===== config.mk =====
export PLATFORM = sky130hd
export DESIGN_NAME = pcr_clock_ratio
export DESIGN_NICKNAME = d
export VERILOG_FILES = /design/src/pcr_pkg.sv /design/src/pcr_clock_ratio.sv
export VERILOG_INCLUDE_DIRS = /design/src
export SDC_FILE = /design/constraint.sdc
export NUM_CORES = 1
export LEC_CHECK = 0
export BUFFER_PORTS_ARGS = -buffer_cell sky130_fd_sc_hd__buf_4
export CAP_MARGIN = 15
export CORE_ASPECT_RATIO = 1.5
export CORE_MARGIN = 5
export CORE_UTILIZATION = 51
export CTS_BUF_LIST = sky130_fd_sc_hd__clkbuf_16
export CTS_CLUSTER_DIAMETER = 80
export DETAILED_ROUTE_END_ITERATION = 6
export HOLD_SLACK_MARGIN = 0.06
export PLACE_DENSITY_LB_ADDON = 0.15
export SLEW_MARGIN = 15
export SYNTH_ARGS = -nofsm -noshare
export SYNTH_HDL_FRONTEND = slang
export SYNTH_SLANG_ARGS = --single-unit

===== constraint.sdc =====
create_clock -name sys_clk -period 2 [get_ports sys_clk]
set_clock_uncertainty 0.05 [all_clocks]
set_input_delay 0.4 -clock sys_clk [delete_from_list [all_inputs] [get_ports sys_clk]]
set_output_delay 0.4 -clock sys_clk [all_outputs]
set_load 0.01 [all_outputs]

===== src/pcr_params.svh =====
// constants for the platform clock ratio strap block
// Overview of operation
// platform bus clock equals reference clock times ratio from strap captured at power-up; here sys_clk stands for it and the ratio is only reported
// codes 0,2,3,4,5,6,8,9,10,12,13 map to 16,2,3,4,5,6,8,9,10,12,20; rest reserved
// no default multiplier; ratio comes only from the sampled strap value
// board holds every strap bit at its intended level through power-up
// board picks a ratio making platform clock equal the memory data rate
// memory bus clock runs at half the platform bus clock
// reserved strap code raises an invalid configuration flag, no multiplier chosen
`ifndef PCR_PARAMS_SVH
`define PCR_PARAMS_SVH
`define PCR_STRAP_W      4
`define PCR_RATIO_W      5
`define PCR_SETTLE_CYC   4
`define PCR_SETTLE_W     8
`define PCR_SETTLE_MIN   2
`define PCR_SETTLE_MAX   255
`define PCR_SETTLE_ZERO  8'h00
`define PCR_SETTLE_ONE   8'h01
`define PCR_SYNC_LAST    8'h01
`define PCR_STRAP_RST    4'h0
`define PCR_RATIO_NONE   5'h00
`define PCR_CODE_R16     4'h0
`define PCR_CODE_R2      4'h2
`define PCR_CODE_R3      4'h3
`define PCR_CODE_R4      4'h4
`define PCR_CODE_R5      4'h5
`define PCR_CODE_R6      4'h6
`define PCR_CODE_R8      4'h8
`define PCR_CODE_R9      4'h9
`define PCR_CODE_R10     4'hA
`define PCR_CODE_R12     4'hC
`define PCR_CODE_R20     4'hD
`define PCR_VAL_R16      5'h10
`define PCR_VAL_R2       5'h02
`define PCR_VAL_R3       5'h03
`define PCR_VAL_R4       5'h04
`define PCR_VAL_R5       5'h05
`define PCR_VAL_R6       5'h06
`define PCR_VAL_R8       5'h08
`define PCR_VAL_R9       5'h09
`define PCR_VAL_R10      5'h0A
`define PCR_VAL_R12      5'h0C
`define PCR_VAL_R20      5'h14
`endif


===== src/pcr_pkg.sv =====
// types for the platform clock ratio strap block
package pcr_pkg;
   typedef enum logic [1:0] {
      PCR_SYNC   = 2'b00,
      PCR_SETTLE = 2'b01,
      PCR_LOCKED = 2'b10
   } pcr_state_t;
endpackage : pcr_pkg


===== src/pcr_clock_ratio.sv =====
// strap capture, ratio decode and platform/memory clock enables
`timescale 1ns/1ns
`include "pcr_params.svh"
module pcr_clock_ratio #(
   parameter int SETTLE_CYC = `PCR_SETTLE_CYC
) (
   // clock and reset
   input  wire logic                      sys_clk,
   input  wire logic                      rst_n,
   // board strap pins
   input  wire logic [`PCR_STRAP_W-1:0]   clock_ratio_strap,
   // decoded configuration
   output logic [`PCR_STRAP_W-1:0]        strap_code_ff,
   output logic [`PCR_RATIO_W-1:0]        ratio_ff,
   output logic                           config_valid_ff,
   output logic                           config_invalid_ff,
   // derived clock enables, once a legal code is locked: platform high every cycle, memory every second cycle
   output logic                           platform_bus_clock_ff,
   output logic                           memory_bus_clock_ff
);
   // the settle counter is only SETTLE_W bits wide, and two cycles are the least that rejects a glitch
   if (SETTLE_CYC < `PCR_SETTLE_MIN || SETTLE_CYC > `PCR_SETTLE_MAX) begin : g_bad_settle
      $error("SETTLE_CYC out of range");
   end

   // last settle count, cut on purpose to the counter width
   localparam logic [`PCR_SETTLE_W-1:0] SETTLE_LAST = SETTLE_CYC[`PCR_SETTLE_W-1:0];

   // strap code to multiplier; reserved codes give no ratio at all
   function automatic logic [`PCR_RATIO_W-1:0] pcr_decode(input logic [`PCR_STRAP_W-1:0] code);
      case (code)
         `PCR_CODE_R16: pcr_decode = `PCR_VAL_R16;
         `PCR_CODE_R2:  pcr_decode = `PCR_VAL_R2;
         `PCR_CODE_R3:  pcr_decode = `PCR_VAL_R3;
         `PCR_CODE_R4:  pcr_decode = `PCR_VAL_R4;
         `PCR_CODE_R5:  pcr_decode = `PCR_VAL_R5;
         `PCR_CODE_R6:  pcr_decode = `PCR_VAL_R6;
         `PCR_CODE_R8:  pcr_decode = `PCR_VAL_R8;
         `PCR_CODE_R9:  pcr_decode = `PCR_VAL_R9;
         `PCR_CODE_R10: pcr_decode = `PCR_VAL_R10;
         `PCR_CODE_R12: pcr_decode = `PCR_VAL_R12;
         `PCR_CODE_R20: pcr_decode = `PCR_VAL_R20;
         default:       pcr_decode = `PCR_RATIO_NONE;
      endcase
   endfunction : pcr_decode

   // reserved codes are told apart by their missing ratio
   function automatic logic pcr_is_reserved(input logic [`PCR_STRAP_W-1:0] code);
      pcr_is_reserved = (pcr_decode(code) == `PCR_RATIO_NONE);
   endfunction : pcr_is_reserved

   // settle counter step, used by both counting states
   function automatic logic [`PCR_SETTLE_W-1:0] pcr_count_up(input logic [`PCR_SETTLE_W-1:0] cnt);
      pcr_count_up = cnt + `PCR_SETTLE_ONE;
   endfunction : pcr_count_up

   logic [`PCR_STRAP_W-1:0]  sync1_ff;
   logic [`PCR_STRAP_W-1:0]  sync2_ff;
   logic [`PCR_SETTLE_W-1:0] settle_ff;
   pcr_pkg::pcr_state_t      state_ff;
   logic                     half_ff;
   logic                     strap_quiet;
   logic                     lock_now;
   logic                     code_reserved;
   logic [`PCR_RATIO_W-1:0]  dec;

   // strap pins are asynchronous to sys_clk; only the second flop is read
   always_ff @(posedge sys_clk) begin
      sync1_ff <= clock_ratio_strap;
   end

   always_ff @(posedge sys_clk) begin
      sync2_ff <= sync1_ff;
   end

   // strap unchanged since the last capture
   assign strap_quiet = (sync2_ff == strap_code_ff);

   // fill the synchroniser, wait for a quiet strap, then lock until the next reset
   always_ff @(posedge sys_clk) begin
      if (!rst_n) begin
         state_ff <= pcr_pkg::PCR_SYNC;
      end else begin
         case (state_ff)
            pcr_pkg::PCR_SYNC: begin
               if (settle_ff == `PCR_SYNC_LAST) begin
                  state_ff <= pcr_pkg::PCR_SETTLE;
               end
            end
            pcr_pkg::PCR_SETTLE: begin
               if (strap_quiet && settle_ff == SETTLE_LAST) begin
                  state_ff <= pcr_pkg::PCR_LOCKED;
               end
            end
            pcr_pkg::PCR_LOCKED: begin
               state_ff <= pcr_pkg::PCR_LOCKED;
            end
            default: begin
               state_ff <= pcr_pkg::PCR_SYNC;
            end
         endcase
      end
   end

   // one counter serves both waits; cleared on the way into settling so the full window is seen
   always_ff @(posedge sys_clk) begin
      if (!rst_n) begin
         settle_ff <= `PCR_SETTLE_ZERO;
      end else begin
         case (state_ff)
            pcr_pkg::PCR_SYNC: begin
               if (settle_ff == `PCR_SYNC_LAST) begin
                  settle_ff <= `PCR_SETTLE_ZERO;
               end else begin
                  settle_ff <= pcr_count_up(settle_ff);
               end
            end
            pcr_pkg::PCR_SETTLE: begin
               if (!strap_quiet) begin
                  settle_ff <= `PCR_SETTLE_ZERO;
               end else if (settle_ff != SETTLE_LAST) begin
                  settle_ff <= pcr_count_up(settle_ff);
               end
            end
            default: begin
               settle_ff <= settle_ff;
            end
         endcase
      end
   end

   // the strap is followed only while settling; after lock it is ignored
   always_ff @(posedge sys_clk) begin
      if (!rst_n) begin
         strap_code_ff <= `PCR_STRAP_RST;
      end else if (state_ff == pcr_pkg::PCR_SETTLE) begin
         strap_code_ff <= sync2_ff;
      end
   end

   assign dec           = pcr_decode(strap_code_ff);
   assign code_reserved = pcr_is_reserved(strap_code_ff);

   // results are written once, in the first locked cycle
   assign lock_now = (state_ff == pcr_pkg::PCR_LOCKED) && !config_valid_ff && !config_invalid_ff;

   // ratio only from the sampled code, never a fallback
   always_ff @(posedge sys_clk) begin
      if (!rst_n) begin
         ratio_ff <= `PCR_RATIO_NONE;
      end else if (lock_now) begin
         ratio_ff <= dec;
      end
   end

   always_ff @(posedge sys_clk) begin
      if (!rst_n) begin
         config_valid_ff <= 1'b0;
      end else if (lock_now) begin
         config_valid_ff <= !code_reserved;
      end
   end

   // a reserved code is reported, not replaced by some multiplier
   always_ff @(posedge sys_clk) begin
      if (!rst_n) begin
         config_invalid_ff <= 1'b0;
      end else if (lock_now) begin
         config_invalid_ff <= code_reserved;
      end
   end

   // sys_clk stands for the platform rate, since no PLL lives in logic; the ratio is
   // reported for the real multiplier, and the enable runs only with a legal code
   always_ff @(posedge sys_clk) begin
      if (!rst_n) begin
         platform_bus_clock_ff <= 1'b0;
      end else begin
         platform_bus_clock_ff <= config_valid_ff;
      end
   end

   // divide-by-two phase for the memory clock
   always_ff @(posedge sys_clk) begin
      if (!rst_n) begin
         half_ff <= 1'b0;
      end else if (config_valid_ff) begin
         half_ff <= ~half_ff;
      end
   end

   // memory clock enable on every second platform enable
   always_ff @(posedge sys_clk) begin
      if (!rst_n) begin
         memory_bus_clock_ff <= 1'b0;
      end else begin
         memory_bus_clock_ff <= config_valid_ff & half_ff;
      end
   end
endmodule : pcr_clock_ratio


* After elaboration in Yosys (flattened, before gate mapping)
Memories as Yosys holds them, arrays and structs flattened. A register that Yosys moved wholly into a read port is not among the register bits.
Index checks and enable logic that the tools add are counted.
Widths: inputs -> output; s select.
** Storage, ports and cells
- Register bits after elaboration :: 27
- Bits in latches :: 0
- Memory bits (writable) :: 0
- Memory bits (read-only) :: 160
- Output and inout port bits :: 13
- Memories kept :: 2
** Memory list
- (name not given) :: words 16, bits a word 5, rd ports 1, clocked after memory_dff 1, write ports 0, line pcr_clock_ratio.sv:31 : case (code)
- (name not given) :: words 16, bits a word 5, rd ports 1, clocked after memory_dff 1, write ports 0, line pcr_clock_ratio.sv:31
** Operators by class
- $add $sub $neg :: 1
- Multiply operators :: 0
- Div/mod/pow operators :: 0
- Order comparisons :: 0
- Eq/ne operators :: 9
- Shift-type cells :: 0
- Multiplexer cells :: 9
- Bitwise logic cells :: 2
- Reductions and logical operators :: 12
** Operators with widths (count)
- $mux 8 :: 3
- $pmux 8 s2 :: 1
- $add 8x1->8 const B :: 1
- $eq 8x1->1 const B :: 1
- $eq 8x3->1 const B :: 1
- $mux 4 :: 2
- $ne 8x3->1 const B :: 1
- $pmux 2 s3 :: 1
- $logic_not 5->1 :: 1
- $eq 4x4->1 :: 1
- $logic_not 1->1 :: 4
- $mux 2 :: 2
- $ne 2x2->1 const B :: 2
- $reduce_and 2->1 :: 2
- $logic_and 1x1->1 :: 3
- $ne 3x3->1 const B :: 1
- $eq 2x1->1 const B :: 1
- $eq 2x2->1 const B :: 1
- $logic_not 2->1 :: 1
- $reduce_bool 2->1 :: 1
- $and 1x1->1 :: 1
- $not 1->1 :: 1

* Logic depth before layout (Yosys ltp)
- Depth after elaboration :: 4
- Mapped depth :: 8

* Worst setup path after synthesis
No wires, ideal clock.
- Kind :: reg2reg
- Start :: register settle_ff[5]
- End :: register settle_ff[4]
- Arrival :: 1.905 ns
- Required time :: 1.829 ns
- Slack :: -0.077 ns
- Stages on the path, launching flop included :: 6
- Period minus slack after synthesis :: 2.077 ns
- Cell sequence :: dfxtp_1 > or4_4 > or4b_4 > mux2_4 > a21oi_1 > o22ai_1
** Between the ends
- Cells in the longest elaborated chain, start to end :: 3
- Elaborated cells between the ends (all ways) :: 6
- Classes of those cells :: 3 x eq/ne; 2 x mux; 1 x reduce/logical
** Ends and longest elaborated chain
- start, declared :: line pcr_clock_ratio.sv:59 : logic [`PCR_SETTLE_W-1:0] settle_ff;
- start signal, assigned :: line pcr_clock_ratio.sv:108 : settle_ff <= `PCR_SETTLE_ZERO;
- start signal, assigned :: line pcr_clock_ratio.sv:113 : settle_ff <= `PCR_SETTLE_ZERO;
- start signal, assigned :: line pcr_clock_ratio.sv:115 : settle_ff <= pcr_count_up(settle_ff);
- $eq 8x1->1 (no line) or $ne 8x3->1 (tied branches)
- $mux 8 or $ne 3x3->1 (tied branches)
- $pmux 8 s2 or $reduce_and 2->1 (tied branches)
Parallel ways exist; a longest one is shown, timed or not.
A chain may end at the register's enable or synchronous reset.

* Worst setup path in the final report
- Start :: register settle_ff[7]
- End :: register settle_ff[6]
Same word-level chain as after synthesis.

==> flow_metrics.env <==
export IMPL_postRouteAntennaNets=0
export IMPL_final_cell_area_sq_um=2060
export IMPL_timing_slew_headroom_pct=70.2
export IMPL_vias_per_cell=5.27
export IMPL_timing_critical_path_max_delay_family="simple AND/OR/NAND/NOR gates"
export IMPL_holdBufCountCts=0
export IMPL_ratio_of_cells_with_drive_above_1_in_the_final_layout_pct=27.8
export IMPL_synthToLayoutAreaGrowth_pct=26.7
export IMPL_start_kind="flop"
export IMPL_nFillCells=239
export IMPL_ctsLongestPathBuffers=2
export IMPL_slowest_delay_ns=0.53
export IMPL_grt_pass1_vias=1308
export IMPL_final_nets=220
export IMPL_min_delay_path_depth=1
export IMPL_dpl_cell_area_sq_um=1880
export IMPL_cp_data_arrival_time_ns=2.21
export IMPL_cts_root_buf="clkbuf_16"
export IMPL_r2r_cells=5
export IMPL_place_worst_setup_slack_ns=-0.123
export IMPL_synth_enable_flop_cells=0
export IMPL_clock_sinks=37
export IMPL_post_route_period_util_pct=105
export IMPL_synthCells=179
export IMPL_die_area_sq_um=4430
export IMPL_ys_warn_count=0
export IMPL_first_pass_iters=4
export IMPL_route_detailed_drc=0
export IMPL_endpoint_kind="flop"
export IMPL_cts_htree_levels=2
export IMPL_clock_pin_slew_of_the_registers_on_the_worst_case_setup_and_hold_paths_ns=0.05
export IMPL_cellLeakagePower_nw=0.895
export IMPL_seqCellArea_sq_um=743
export IMPL_number_of_nets_in_the_synthesized_netlist=191
export IMPL_max_freq_mhz=477
export IMPL_num_antenna_cells=0
export IMPL_yosysTopAreaCell="dfxtp_1"
export IMPL_num_vias=1311
export IMPL_grt_setup_unrepaired="yes"
export IMPL_cp_num_cells=5
export IMPL_number_of_antenna_violations_at_the_first_check_in_global_routing=0
export IMPL_crit_type="reg -> reg"
export IMPL_synth_area_leaders="dfxtp_1 (46%), ha_1 (4.6%), nand2_1 (4.2%), a21oi_1 (3.7%), nand3_1 (3.7%)"
export IMPL_dp_cells=239
export IMPL_die_x_um=56.1
export IMPL_detailed_place_hpwl_mm=2.38
export IMPL_timing_max_cap_violations=0
export IMPL_cp_slowest_cell="or4_4"
export IMPL_boundaryPins=19
export IMPL_timing_final_max_slew_violations=0
export IMPL_tightestPinTransition_ns=0.442
export IMPL_global_route_overflow_total=0
export IMPL_gr_usage_all_layers_pct=16.4
export IMPL_final_setup_worst_slack_ns=-0.0956
export IMPL_holdCritPathClass="in -> reg"
export IMPL_yosysMostFrequentCell="dfxtp_1"
export IMPL_failing_checks="negative setup slack"
export IMPL_fin_crit_ns=2.10
export IMPL_syn_std_cell_area_sq_um=1620
export IMPL_avgRoutedWirePerCell_um=13.2
export IMPL_pin_count_of_the_biggest_net_entering_global_routing=32
export IMPL_synth_async_reset_ratio_pct=0
export IMPL_wl_mm=3.29
export IMPL_crit_fanout=5
export IMPL_run_status="finished, violations left"
export IMPL_place_gp_congestion=0.757
export IMPL_clock_insertion_delay_worst_skew_ns=0.28
export IMPL_flops_latches_synth=37
export IMPL_worst_supply_voltage_drop_on_vdd_uv=1190
export IMPL_multi_input_area_sq_um=857
export IMPL_cp_data_required_time_ns=2.11
export IMPL_fin_hold_ws_ns=0.175
export IMPL_syn_avg_cell_area_sq_um=9.07
export IMPL_core_sq_um=3100
export IMPL_rows=25
export IMPL_synth_top_cell_area_share_pct=45.6
export IMPL_vertical_die_dimension_um=79.1
export IMPL_report_final_setup_viol=10
export IMPL_portBuffers=18
export IMPL_drt_first_iter_violations=21
export IMPL_final_instance_count_excl_fill=249
export IMPL_tritoncts="yes"
export IMPL_synth_cells_most_frequent="dfxtp_1 (37), nand2_1 (18), a21oi_1 (12), nand3_1 (12)"
export IMPL_synth_sequential_area_ratio_pct=45.6
export IMPL_path_buf_inv=0
export IMPL_pwr_density_cell_nw_per_um2=1340
export IMPL_crit_chain="or4_4, or4b_4, mux2_4, a21oi_2, o32ai_1"
export IMPL_synth_cell_type_count=39
export IMPL_most_used_flip_flop_cell_after_synthesis="dfxtp_1"
export IMPL_floorplan_initialDensity_pct=52.4
export IMPL_grt_pass1_wl_mm=5.64
export IMPL_clock_buffers_created_by_tritoncts=5
export IMPL_final_hold_violation_count=0
-- worst reg2reg max path: cells and delay by family, from the launching register on --
kind / cells / cell delay [ns]
flops: 1 / 0.32
compound gates: 2 / 0.23
mux: 1 / 0.34
simple gates: 2 / 1.04
-- logic make-up (layout without fill, tap and decap cells) --
group	after synthesis	in the layout	share of synthesized area [%]
mux	6	7	4.24
flops	37	37	45.6
xor+xnor	7	7	3.78
buf+inv	18	47	4.16
compound gates	40	40	16.3
simple gates	64	64	20.6
fa+ha+maj	7	7	5.24
-- metal layers --
metal | vias to the layer above | wire length, um | share of wire, % | track usage, %
li1 | 681 | - | - | -
met1 | 599 | 1290 | 39 | 16.3
met2 | 23 | 1820 | 55 | 31.5
met3 | 8 | 115 | 3.5 | 4.39
met4 | 0 | 65 | 2.0 | 6.41
met5 | - | 0 | 0 | 0
-- cell usage in the layout (no fill, tap or decap), types with 2 or more instances in the layout --
| cell type | Yosys | final |
|---|---|---|
| a211oi_1 | 2 | 2 |
| a21boi_0 | 5 | 5 |
| a21boi_1 | 2 | 2 |
| a21oi_1 | 12 | 7 |
| a21oi_2 | 1 | 6 |
| and2_1 | 3 | 3 |
| and3_1 | 4 | 4 |
| buf_4 | 0 | 30 |
| clkbuf_16 | 0 | 5 |
| clkinv_2 | 0 | 2 |
| dfxtp_1 | 37 | 35 |
| dfxtp_2 | 0 | 2 |
| ha_1 | 6 | 5 |
| inv_1 | 8 | 9 |
| mux2_2 | 3 | 4 |
| mux2i_1 | 2 | 2 |
| nand2_1 | 18 | 18 |
| nand2b_1 | 3 | 3 |
| nand3_1 | 12 | 12 |
| nand3b_1 | 4 | 4 |
| nor2_1 | 10 | 10 |
| nor2b_1 | 3 | 3 |
| o211ai_1 | 2 | 2 |
| o21a_1 | 2 | 2 |
| o21ai_0 | 4 | 4 |
| o22ai_1 | 4 | 4 |
| o32ai_1 | 2 | 2 |
| xor2_1 | 6 | 6 |
-- path summary, 6_finish.rpt --
| check | endpoint | startpoint | slack (ns) |
|---|---|---|---|
| setup / recovery | settle_ff[6]$_SDFFE_PN0P_ | settle_ff[7]$_SDFFE_PN0P_ | -0.1 |
| setup reg to reg | settle_ff[6]$_SDFFE_PN0P_ | settle_ff[7]$_SDFFE_PN0P_ | -0.1 |
| hold reg to reg | sync2_ff[0]$_DFF_P_ | sync1_ff[0]$_DFF_P_ | 0.27 |
| hold / removal | sync1_ff[2]$_DFF_P_ | clock_ratio_strap[2] | 0.17 |
-- repair_timing --
action | CTS | global route
gates cloned | 1 | 0
hold endpoints to repair | 0 | 0
endpoints found under the setup margin | 9 | 11
gates resized for setup | 1 | 4
pin swaps | 1 | 3
setup buffers | 0 | 1
-- through the flow --
step                      TNS [ns]  util, %  power (mW)
after floorplan             -0.143        -        1.68
after CTS                   -0.459     65.7        2.73
after global placement      -0.292     60.8        1.92
after detailed placement    -0.663     60.8        1.96
after global routing         -1.01     66.4        2.94
final                       -0.576     66.4        2.75
-- power breakdown --
part | leakage (nW) | switching, mW | total (mW) | internal (mW)
logic | 0.517 | 0.597 | 1.10 | 0.501
registers | 0.304 | 0.0737 | 0.922 | 0.848
clock network | 0.0748 | 0.279 | 0.731 | 0.451
-- layout make-up --
type | count | share of cell area [%]
tap | 40 | 2.43
inverter | 8 | 1.46
clock inverter | 3 | 0.670
clock buffer | 5 | 6.09
timing repair buffer | 31 | 11.5
multi-input combinational | 125 | 41.7
sequential | 37 | 36.2
No activity file was read; power rests on OpenSTA's default activity.
